===== src/pkg/pwr_mode_pkg.sv =====
// Constants, types and state layout of the power-mode controller
package pwr_mode_pkg;

   // ==========================================================
   // Register offsets
   localparam logic [7:0] ADDR_MODE    = 8'h00;
   localparam logic [7:0] ADDR_CTRL    = 8'h01;
   localparam logic [7:0] ADDR_STATUS  = 8'h02;
   localparam logic [7:0] ADDR_WAKE_EN = 8'h03;

   // ==========================================================
   // Field positions
   localparam int unsigned MODE_DIV_LSB  = 5;
   localparam int unsigned MODE_LTO_BIT  = 3;
   localparam int unsigned MODE_HTO_BIT  = 2;
   localparam int unsigned MODE_IDLE_BIT = 1;
   localparam int unsigned MODE_SRC_BIT  = 0;
   localparam int unsigned CTRL_KEEP_BIT = 7;
   localparam int unsigned STAT_MODE_LSB = 3;
   localparam int unsigned STAT_PDF_BIT  = 1;
   localparam int unsigned STAT_TO_BIT   = 0;

   // ==========================================================
   // Reset values and codes
   localparam logic [2:0] RST_DIVIDER  = 3'h0;
   localparam logic       RST_IDLE_EN  = 1'h1;
   localparam logic       RST_SRC      = 1'h1;
   localparam logic       RST_KEEP     = 1'h0;
   localparam logic [7:0] RST_WAKE_EN  = 8'h00;
   localparam logic [2:0] DIV_SLOW_MAX = 3'h1;
   localparam logic [2:0] DIV_FAST_MIN = 3'h2;
   localparam logic [5:0] PRE_MASK_ALL = 6'h3F;

   // ==========================================================
   // Timing
   localparam int unsigned CORE_CLK_HZ      = 25000000;
   localparam int unsigned SLOW_OSC_HZ      = 32000;
   localparam int unsigned SLOW_TICK_CYCLES = CORE_CLK_HZ / SLOW_OSC_HZ;
   localparam int unsigned HTO_DELAY_CYCLES = 16;
   localparam int unsigned LTO_DELAY_TICKS  = 2;
   localparam logic [9:0]  SLOW_TICK_LAST   = 10'(SLOW_TICK_CYCLES - 1);
   localparam logic [4:0]  HTO_LAST         = 5'(HTO_DELAY_CYCLES - 1);
   localparam logic [4:0]  LTO_LAST         = 5'(LTO_DELAY_TICKS - 1);

   // ==========================================================
   // Types
   typedef enum logic [4:0] {
      ST_RUN   = 5'h01,
      ST_SLEEP = 5'h02,
      ST_IDLE_CLOCK_STOPPED_MODE = 5'h04,
      ST_IDLE_CLOCK_RUNNING_MODE = 5'h08,
      ST_WAKE  = 5'h10
   } pwr_state_t;

   typedef struct packed {
      logic halt_instr;
      logic watchdog_clear_instr;
      logic ext_reset_wake;
      logic watchdog_overflow;
      logic stack_full;
   } core_evt_t;

   typedef struct packed {
      logic fast_osc_on;
      logic cpu_clk_en;
      logic sys_clk_en;
      logic timebase_clk_en;
      logic slow_clk_en;
   } clk_ctl_t;

   typedef struct packed {
      logic watchdog_counter_clear;
      logic full_reset_req;
      logic watchdog_reset_req;
      logic pc_sp_reset;
      logic resume_next;
   } wake_act_t;

   typedef struct packed {
      pwr_state_t st;
      logic [2:0] sys_clock_divider_sel;
      logic       idle_on_halt_enable;
      logic       clock_source_select;
      logic       sysclk_in_idle_keep;
      logic       power_down_flag;
      logic       watchdog_timeout_flag;
      logic [7:0] porta_wake_enable;
      logic [7:0] porta_prev;
      logic [7:0] wake_blocked;
      logic [7:0] wake_irq;
      logic [7:0] irq_deferred;
      logic       wake_reset;
      logic [9:0] slow_cnt;
      logic [4:0] osc_startup_timer;
      logic       lowspeed_osc_ready;
      logic       highspeed_osc_ready;
      logic       src_active;
      logic [2:0] div_active;
      logic [5:0] pre_cnt;
      logic [7:0] rdata;
      clk_ctl_t   clk;
      wake_act_t  act;
      logic [7:0] irq_service;
   } ctl_state_t;

   localparam ctl_state_t STATE_RESET = '{
      st:                    ST_WAKE,
      sys_clock_divider_sel: RST_DIVIDER,
      idle_on_halt_enable:   RST_IDLE_EN,
      clock_source_select:   RST_SRC,
      sysclk_in_idle_keep:   RST_KEEP,
      porta_wake_enable:     RST_WAKE_EN,
      src_active:            RST_SRC,
      div_active:            RST_DIVIDER,
      wake_reset:            1'h1,
      default:               '0
   };

endpackage


===== src/logic/power_mode_switch_wakeup.sv =====
// Power-mode switching, clock gating and wake-up control
`timescale 1ns/10ps

module power_mode_switch_wakeup
   import pwr_mode_pkg::*;
(
   input  logic       core_clk,
   input  logic       rst_b,
   input  logic [7:0] reg_addr,
   input  logic [7:0] reg_wdata,
   input  logic       reg_wr,
   input  logic       reg_rd,
   output logic [7:0] reg_rdata,
   input  core_evt_t  core_evt,
   input  logic [7:0] porta_in,
   input  logic [7:0] irq_req,
   input  logic [7:0] irq_enable,
   output clk_ctl_t   clk_ctl,
   output wake_act_t  wake_act,
   output logic [7:0] irq_service,
   output pwr_state_t mode_state,
   output logic       highspeed_osc_ready,
   output logic       lowspeed_osc_ready
);

   // ==========================================================
   // Decoders
   function automatic logic is_fast(input logic       src,
                                    input logic [2:0] div);
      is_fast = src | (div > DIV_SLOW_MAX);
   endfunction

   function automatic logic fast_tick_due(input logic       src,
                                          input logic [2:0] div,
                                          input logic [5:0] pre);
      logic [5:0] mask;
      mask = PRE_MASK_ALL >> (div - DIV_FAST_MIN);
      fast_tick_due = src | (&(pre | ~mask));
   endfunction

   // ==========================================================
   // State
   ctl_state_t q;
   ctl_state_t d;
   logic       slow_tick;
   logic       cur_tick;
   logic       req_fast;
   logic       req_ready;
   logic       active_ready;
   logic       clk_running;
   logic [7:0] port_fall;
   logic [7:0] wake_irq_now;
   logic [7:0] svc;

   always_comb begin
      d            = q;
      slow_tick    = 1'h0;
      cur_tick     = 1'h0;
      req_fast     = 1'h0;
      req_ready    = 1'h0;
      active_ready = 1'h0;
      clk_running  = 1'h0;
      port_fall    = 8'h00;
      wake_irq_now = 8'h00;
      svc          = 8'h00;
      d.act        = '0;
      d.irq_service = 8'h00;

      // ==========================================================
      // Slow oscillator tick, always running
      slow_tick = (q.slow_cnt == SLOW_TICK_LAST);
      d.slow_cnt = slow_tick ? 10'h000 : q.slow_cnt + 10'h001;

      // ==========================================================
      // Shared start-up timer and ready flags
      if (!q.lowspeed_osc_ready) begin
         if (slow_tick) begin
            if (q.osc_startup_timer == LTO_LAST) begin
               d.lowspeed_osc_ready = 1'h1;
               d.osc_startup_timer  = 5'h00;
            end else begin
               d.osc_startup_timer = q.osc_startup_timer + 5'h01;
            end
         end
      end else if (q.clk.fast_osc_on && !q.highspeed_osc_ready) begin
         if (q.osc_startup_timer == HTO_LAST) begin
            d.highspeed_osc_ready = 1'h1;
            d.osc_startup_timer   = 5'h00;
         end else begin
            d.osc_startup_timer = q.osc_startup_timer + 5'h01;
         end
      end
      d.pre_cnt = q.clk.fast_osc_on ? q.pre_cnt + 6'h01 : 6'h00;

      // ==========================================================
      // System clock selection
      if (q.src_active || (q.div_active > DIV_SLOW_MAX)) begin
         cur_tick = q.highspeed_osc_ready & q.clk.fast_osc_on &
                    fast_tick_due(q.src_active, q.div_active, q.pre_cnt);
         active_ready = q.highspeed_osc_ready;
      end else begin
         cur_tick     = slow_tick & q.lowspeed_osc_ready;
         active_ready = q.lowspeed_osc_ready;
      end
      req_fast  = is_fast(q.clock_source_select, q.sys_clock_divider_sel);
      req_ready = req_fast ? q.highspeed_osc_ready : q.lowspeed_osc_ready;
      clk_running = (q.st == ST_RUN) || (q.st == ST_IDLE_CLOCK_RUNNING_MODE) ||
                    (q.st == ST_WAKE);
      if (clk_running && req_ready && (cur_tick || !active_ready)) begin
         d.src_active = q.clock_source_select;
         d.div_active = q.sys_clock_divider_sel;
      end

      // Fast oscillator only while a fast source is wanted
      d.clk.fast_osc_on = clk_running &&
                          (req_fast || is_fast(q.src_active, q.div_active));
      if (!d.clk.fast_osc_on) begin
         d.highspeed_osc_ready = 1'h0;
      end

      // ==========================================================
      // Gated clock enables
      d.clk.sys_clk_en      = cur_tick &&
                              ((q.st == ST_RUN) || (q.st == ST_IDLE_CLOCK_RUNNING_MODE));
      d.clk.cpu_clk_en      = cur_tick && (q.st == ST_RUN);
      d.clk.timebase_clk_en = slow_tick && (q.st != ST_SLEEP);
      d.clk.slow_clk_en     = slow_tick;

      // ==========================================================
      // Register writes
      if (reg_wr) begin
         unique case (reg_addr)
            ADDR_MODE: begin
               d.sys_clock_divider_sel = reg_wdata[MODE_DIV_LSB +: 3];
               d.idle_on_halt_enable   = reg_wdata[MODE_IDLE_BIT];
               d.clock_source_select   = reg_wdata[MODE_SRC_BIT];
            end
            ADDR_CTRL: begin
               d.sysclk_in_idle_keep = reg_wdata[CTRL_KEEP_BIT];
            end
            ADDR_WAKE_EN: begin
               d.porta_wake_enable = reg_wdata;
            end
            default: begin
            end
         endcase
      end

      // Register reads, data valid in the next cycle only
      d.rdata = 8'h00;
      if (reg_rd) begin
         unique case (reg_addr)
            ADDR_MODE: begin
               d.rdata[MODE_DIV_LSB +: 3] = q.sys_clock_divider_sel;
               d.rdata[MODE_LTO_BIT]      = q.lowspeed_osc_ready;
               d.rdata[MODE_HTO_BIT]      = q.highspeed_osc_ready;
               d.rdata[MODE_IDLE_BIT]     = q.idle_on_halt_enable;
               d.rdata[MODE_SRC_BIT]      = q.clock_source_select;
            end
            ADDR_CTRL: begin
               d.rdata[CTRL_KEEP_BIT] = q.sysclk_in_idle_keep;
            end
            ADDR_STATUS: begin
               d.rdata[STAT_MODE_LSB +: 5] = q.st;
               d.rdata[STAT_PDF_BIT]       = q.power_down_flag;
               d.rdata[STAT_TO_BIT]        = q.watchdog_timeout_flag;
            end
            ADDR_WAKE_EN: begin
               d.rdata = q.porta_wake_enable;
            end
            default: begin
            end
         endcase
      end

      // ==========================================================
      // Wake sources
      d.porta_prev = porta_in;
      port_fall    = q.porta_prev & ~porta_in & q.porta_wake_enable;
      wake_irq_now = irq_req & ~q.wake_blocked;

      // ==========================================================
      // Mode sequencer
      unique case (q.st)
         ST_RUN: begin
            if (core_evt.watchdog_clear_instr) begin
               d.power_down_flag = 1'h0;
            end
            svc = q.irq_deferred & irq_enable;
            if ((svc != 8'h00) && !core_evt.stack_full) begin
               d.irq_service  = svc;
               d.irq_deferred = q.irq_deferred & ~svc;
            end
            if (core_evt.ext_reset_wake) begin
               d.act.full_reset_req = 1'h1;
            end else if (core_evt.halt_instr) begin
               // Core clock stops; watchdog counter cleared, PDF set and TO cleared, other registers and ports are left alone
               d.porta_prev                 = porta_in;
               d.act.watchdog_counter_clear = 1'h1;
               d.power_down_flag            = 1'h1;
               d.watchdog_timeout_flag      = 1'h0;
               d.wake_blocked               = irq_req;
               d.wake_irq                   = 8'h00;
               d.wake_reset                 = 1'h0;
               if (!q.idle_on_halt_enable) begin
                  d.st = ST_SLEEP;
               end else if (q.sysclk_in_idle_keep) begin
                  d.st = ST_IDLE_CLOCK_RUNNING_MODE;
               end else begin
                  d.st = ST_IDLE_CLOCK_STOPPED_MODE;
               end
            end else if (core_evt.watchdog_overflow) begin
               d.watchdog_timeout_flag  = 1'h1;
               d.act.watchdog_reset_req = 1'h1;
            end
         end
         ST_SLEEP, ST_IDLE_CLOCK_STOPPED_MODE, ST_IDLE_CLOCK_RUNNING_MODE: begin
            if (core_evt.ext_reset_wake) begin
               d.act.full_reset_req = 1'h1;
               d.wake_reset         = 1'h1;
               d.st                 = ST_WAKE;
            end else if (core_evt.watchdog_overflow) begin
               d.watchdog_timeout_flag = 1'h1;
               d.act.pc_sp_reset       = 1'h1;
               d.wake_reset            = 1'h1;
               d.st                    = ST_WAKE;
            end else if ((port_fall != 8'h00) ||
                         (wake_irq_now != 8'h00)) begin
               d.wake_irq = wake_irq_now;
               d.st       = ST_WAKE;
            end
         end
         ST_WAKE: begin
            if (active_ready) begin
               d.st = ST_RUN;
               if (!q.wake_reset) begin
                  svc = q.wake_irq & irq_enable;
                  if ((svc != 8'h00) && !core_evt.stack_full) begin
                     d.irq_service  = svc;
                     d.irq_deferred = q.irq_deferred | (q.wake_irq & ~svc);
                  end else begin
                     d.act.resume_next = 1'h1;
                     d.irq_deferred    = q.irq_deferred | q.wake_irq;
                  end
               end
            end
         end
         default: begin
            d.st = ST_WAKE;
         end
      endcase
   end

   always_ff @(posedge core_clk or negedge rst_b) begin
      if (!rst_b) begin
         q <= STATE_RESET;
      end else begin
         q <= d;
      end
   end

   // ==========================================================
   // Outputs
   assign reg_rdata           = q.rdata;
   assign clk_ctl             = q.clk;
   assign wake_act            = q.act;
   assign irq_service         = q.irq_service;
   assign mode_state          = q.st;
   assign highspeed_osc_ready = q.highspeed_osc_ready;
   assign lowspeed_osc_ready  = q.lowspeed_osc_ready;

endmodule


===== config.mk =====
export PLATFORM = sky130hd
export DESIGN_NAME = power_mode_switch_wakeup
export DESIGN_NICKNAME = d
export VERILOG_FILES = /design/src/pkg/pwr_mode_pkg.sv /design/src/logic/power_mode_switch_wakeup.sv
export SDC_FILE = /design/constraint.sdc
export NUM_CORES = 1
export LEC_CHECK = 0
export ABC_AREA = 1
export BUFFER_PORTS_ARGS = -buffer_cell sky130_fd_sc_hd__buf_2
export CORE_AREA = 2 2 136 125
export CTS_BUF_LIST = sky130_fd_sc_hd__clkbuf_4
export DETAILED_ROUTE_END_ITERATION = 10
export DIE_AREA = 0 0 138 127
export PLACE_DENSITY_LB_ADDON = 0.08
export SYNTH_ARGS = -nofsm -noshare
export SYNTH_HDL_FRONTEND = slang
export SYNTH_SLANG_ARGS = --single-unit

===== constraint.sdc =====
create_clock -name core_clk -period 4.5 [get_ports core_clk]
set_clock_uncertainty 0.2 [all_clocks]
set_input_delay 0.225 -clock core_clk [delete_from_list [all_inputs] [get_ports core_clk]]
set_output_delay 0.225 -clock core_clk [all_outputs]
set_load 0.005 [all_outputs]

* After elaboration in Yosys (flattened, before gate mapping) *
Cells that the tools add are included.

storage, ports and cells
  flip-flop bits (word level) = 107
  input port bits = 49
  output and inout port bits = 33
  word-level logic and storage cells = 200

operators by class
  add/subtract/negate cells = 4
  magnitude comparators = 2
  equal/unequal tests = 26
  shift operators = 1
  muxes and demuxes = 73
  bitwise operators = 22
  reduce and logical (&&, ||, !) cells = 40

operator list
  cell                   count
  $mux 8                 10
  $and 8x8->8            7
  $mux 5                 10
  $pmux 8 s2             3
  $mux 16                2
  $not 8->8              4
  $reduce_bool 8->1      4
  $mux 1                 31
  $mux 9                 2
  $eq 8x2->1 const B     2
  $ne 2x2->1 const B     8
  $or 8x8->8             2
  $pmux 5 s3             1
  $mux 6                 2
  $pmux 2 s3             2
  $reduce_and 4->1       3
  $reduce_and 6->1       2
  $add 10x1->10 const B  1
  $eq 10x10->1 const B   1
  $eq 5x1->1 const B     2
  $eq 5x4->1 const B     2
  $mux 10                1
  $logic_and 1x1->1      9
  $reduce_and 3->1       3
  other kinds (30)       54

* Longest topological paths before layout *
  word-level depth = 10
  depth in mapped cells = 13
  mapped depth without buffers = 13

* Worst setup path before layout *
Ideal clock, no wire load.

  path kind = register to register
  start point = register q[33] (netlist name)
  end point = register q[32] (netlist name)
  setup time = 0.117 ns
  arrival time = 1.426 ns
  required time = 4.183 ns
  setup slack = 2.758 ns
  cell stages (with the launch flop) = 13
  buffers on the path = 0
  clock period less this slack = 1.742 ns
  cells stage by stage = dfrtp_1 > inv_1 > ha_1 > nand2_1 > nand2_1 > a21oi_1 > nand2_1 > nand2_1 > nand2_1 > nand3_1 > nand2_1 > nand2_1 > nand2_1

between the ends
  word-level cells in the longest chain between the ends = 10
  elaborated cells between the ends (all ways) = 14
  classes of those cells = add/sub: 1; order compare: 1; shift: 1; mux: 2; bitwise: 4; reduce/logical: 5

ends and longest elaborated chain
  item                      RTL line                         text
  start: declaration        power_mode_switch_wakeup.sv:43   ctl_state_t q;
  start signal: assignment  power_mode_switch_wakeup.sv:256  q <= STATE_RESET;
  start signal: assignment  power_mode_switch_wakeup.sv:258  q <= d;
  $sub 3x2->3               power_mode_switch_wakeup.sv:37   mask = PRE_MASK_ALL >> (div - DIV_FAST_MIN);
  $shr 6x3->6               power_mode_switch_wakeup.sv:37
  $not 6->6                 power_mode_switch_wakeup.sv:38   fast_tick_due = src | (&(pre | ~mask));
  $or 6x6->6                power_mode_switch_wakeup.sv:38
  $reduce_and 6->1          power_mode_switch_wakeup.sv:38
  $or 1x1->1                power_mode_switch_wakeup.sv:38
  $and 1x1->1               power_mode_switch_wakeup.sv:98   cur_tick = q.highspeed_osc_ready & q.clk.fast_osc_on &
  $mux 1                    power_mode_switch_wakeup.sv:97   if (q.src_active || (q.div_active > DIV_SLOW_MAX)) begin
  $logic_or 1x1->1 (*)      power_mode_switch_wakeup.sv:109  if (clk_running && req_ready && (cur_tick || !active_ready)) begin
  $logic_and 1x1->1 (*)     power_mode_switch_wakeup.sv:109

Mark *: on every way between the ends. The rest lies on a longest branch, timed or not.
A chain may end at the register's enable or synchronous reset.

==> results.toml <==
[sta]
setup-violations-final = 0
hold_violations = 0
clock.fmax_ghz = 0.367
setup_total_negative_slack_ns = 0
max_slew.worst_pin.slew_ns = 0.987
grt_setup_unrepaired = "false"
fin_worst_hold_slack_ns = 0.0679
period_minus_slack_ns = 2.73
layout_worst_path_cycle_share_pct = 60.6
drv_slew = 0
relSlewSlack_pct = 34.2

[yosys]
ys_ff_latch = 107
synth-edff-count = 0
yosys_most_used_dff = "sky130_fd_sc_hd__dfrtp_1"
syn_area_per_cell_sq_um = 8.23
post_synth_num_cell_types = 40
mappedNetlistArea_sq_um = 5530
seq_area_frac_synth_pct = 48.5
yosys_warnings = 0
postSynthNetCount = 731
synth_cells = 672
asyncSetResetFlopFracSynth_pct = 100

[critical_path]
worst_setup_path_end_kind = "register"
reg2reg_slack_ns = 2.14
timing.critical_path.required_ns = 4.74
crit_path_max_fanout = 6
max_stage_delay_ns = 0.70
timing.critical_path.arrival_ns = 2.97
worst_path_slowest_cell = "sky130_fd_sc_hd__dlygate4sd3_1"
critical_path_class = "in2reg"
worstPathBufferInverterCount = 5
r2r-end = "q[67]"
rr_startpoint = "mode_state[2]"
crit_path_cell_trace = "dlygate4sd3_1 > buf_2 > or2_4 > nor4_4 > dlygate4sd3_1 > nand2_1 > nand3_1 > dlygate4sd3_1 > nand2_1 > inv_1"
crit_family = "buffers and inverters"
critical_path.startpoint_type = "input pin"
cp.depth = 10
cp_common_cell = "sky130_fd_sc_hd__dlygate4sd3_1"
reg2regPathDepth = 9

[clock_tree]
cts-htree-levels = 3
clock_tree_from_tritoncts = "built"
root_buffer_master = "sky130_fd_sc_hd__clkbuf_4"
path_clk_slew_ns = 0.16
number_of_buffers_inserted_during_clock_tree_synthesis = 9
max-clock-path-buffers = 2
clk_latency_ns = 0.48
cts-resized-gates = 0
clock-sinks = 107

[final_layout]
finalCoreUtilization_pct = 41.5
finish.net_count = 842
syn2layout_area_growth_pct = 19.7
finalNonFillerCells = 995
drive_above_1_share_pct = 18.3
antenna_cells = 0

[floorplanning]
die_outline_area_sq_um = 17500
num_rows = 44
coreArea_sq_um = 16000
initial_core_util_pct = 34.7
die_w_um = 138
floorplan.die.height_um = 127
io_pins = 82

[power_and_ir_drop]
max-vdd-ir-drop_mv = 0.117
power_per_cell_area_nw_per_um2 = 262
combinationalPowerShare_pct = 9.5
p_switching_uw = 445
leakage_uw = 0.00343
share_seq_of_total_power_pct = 58.7
sw_frac_of_total_pct = 25.7
internal-power_uw = 1290
clockPowerShare_pct = 31.8

[hold_path]
hold-path-endpoint = "reg_rdata[5]"
worst_hold_path_type = "in2reg"
source_of_the_worst_hold_timing_path = "reg_addr[3]"
holdPathStages = 7

[detailed_routing]
drt-vias-per-instance = 4.55
detailedRoute.firstPassIterationCount = 6
dr.first_iter.drc_count = 207
drc = 0
dr_total_vias = 4523
detail-route-antenna-nets = 0
detail_route.wirelength_mm = 12.9
detail_route.wl_per_cell_um = 13.0

[grt]
grt_antenna_before_repair = 0
grt_max_degree = 78
globalRoute.totalOverflow = 0
globalRouteTotalUtil_pct = 15.4
global_route_wire_length_before_repair_mm = 21.7
grt_pass1_vias = 4367

[placed_design]
globalplace.congestion = 0.843
hpwl_mm = 9.42
buffer_ports.inserted = 81
dp_cells = 923

[job]
max_cap_violations = 0

[outcome]
status = "finished, final reports clean"
metal layers:
metal  vias to the layer above  wire (um)  track usage, %
met5                         -          0               0
met4                         0         88            3.12
met3                         8        474            4.01
met2                        83       6060            25.2
met1                      2114       6310            20.8
li1                       2318          -               -
worst reg2reg max path, delay by kind of cell, from the launching register on:
family | cells | cell delay [ns]
compound gates | 2 | 0.21
buf+inv | 1 | 0.26
flops | 1 | 0.47
simple gates | 6 | 1.15
stage by stage:
| step | area, sq um | worst slack [ns] | power [uW] |
|---|---|---|---|
| 2_1_floorplan | 5530 | 2.76 | 1090 |
| 3_3_place_gp | 5900 | 2.27 | 1170 |
| 3_5_place_dp | 5900 | 2.15 | 1170 |
| 4_1_cts | 6620 | 1.82 | 1770 |
| 5_1_grt | 6620 | 1.70 | 1830 |
| 6_report | 6620 | 1.77 | 1730 |
power groups by stage:
stage / logic, uW / clock network [uW] / registers [uW]
2_1_floorplan: 71.7 / 0 / 1020
6_report: 165 / 551 / 1020
5_1_grt: 193 / 616 / 1020
3_5_place_dp: 136 / 0 / 1030
3_3_place_gp: 133 / 0 / 1040
4_1_cts: 168 / 580 / 1020
sequential cells by signal (all words and copies together) (netlist names):
register             count
mode_state               5
q                       74
lowspeed_osc_ready       1
clk_ctl                  5
wake_act                 5
highspeed_osc_ready      1
reg_rdata                8
irq_service              8
synth_stat cells (3+ instances only):
cell type                  count  area share (%)
sky130_fd_sc_hd__buf_4        31             4.2
sky130_fd_sc_hd__nor2_2        3            0.34
sky130_fd_sc_hd__inv_1        93             6.3
sky130_fd_sc_hd__nand2_1     183              12
sky130_fd_sc_hd__dfstp_2       5             2.4
sky130_fd_sc_hd__nor2_1       55             3.7
sky130_fd_sc_hd__nand4_1      13             1.5
sky130_fd_sc_hd__buf_6         4            0.81
sky130_fd_sc_hd__o22ai_1       9             1.0
sky130_fd_sc_hd__dfrtp_1     102              46
sky130_fd_sc_hd__nand2_2      10             1.1
sky130_fd_sc_hd__o21ai_2      14             2.2
sky130_fd_sc_hd__nand3_1      46             4.2
sky130_fd_sc_hd__xor2_1        4            0.63
sky130_fd_sc_hd__ha_1         10             2.3
sky130_fd_sc_hd__o21ai_0      34             3.1
sky130_fd_sc_hd__a21oi_1       9            0.81
sky130_fd_sc_hd__nor3_1        7            0.63
sky130_fd_sc_hd__nand3b_1      8             1.1
sky130_fd_sc_hd__nor2_4        3            0.61
worst max-delay path by stage:
| stage | from | to |
|---|---|---|
| 2_1_floorplan | q[33] | q[32] |
| 3_3_place_gp | mode_state[2] | q[65] |
| 3_5_place_dp | mode_state[2] | q[62] |
| 4_1_cts | reg_addr[2] | reg_rdata[0] |
| 5_1_grt | reg_addr[2] | reg_rdata[0] |
| 6_report | reg_addr[2] | reg_rdata[0] |
cells by family (layout without fill, tap and decap cells):
logic type / after synthesis / in the layout / synth area share [%]
and+or+nand+nor: 343 / 343 / 28.5
buffers and inverters: 134 / 250 / 12.0
DFF: 107 / 107 / 48.5
AOI/OAI and AO/OA: 74 / 74 / 8.10
adders and majority gates: 10 / 10 / 2.26
xor gates and xnor gates: 4 / 4 / 0.633
layout make-up:
type	count	area, sq um
fillers	1645	9340
flip-flops and latches	107	2680
multi-input cells	431	2190
repair buffers	138	976
inverters	96	360
well taps	207	259
clock inverters	7	90.1
clock buffers	9	67.6
layout by cell type, fill, tap and decap left out, drive strengths merged:
cell / instances
a211oi: 1
dlygate4sd3: 56
nand3: 46
nor3: 11
ha: 10
a21oi: 9
inv: 97
nand2: 194
buf: 82
dfstp: 5
or2: 3
nand4: 13
clkbuf: 9
dfrtp: 102
bufinv: 2
clkinv: 4
a31o: 1
xor2: 4
a22oi: 1
and2: 1
nor4: 3
o21ai: 50
a31oi: 2
nand3b: 8
nor3b: 2
nor2: 62
a21boi: 1
o22ai: 9
timing repair:
action | in CTS | in global routing
buffers inserted | 0 | 0
endpoints found under the hold margin | 145 | 0
hold buffers | 56 | 0
No activity file was read; power rests on OpenSTA's default activity.
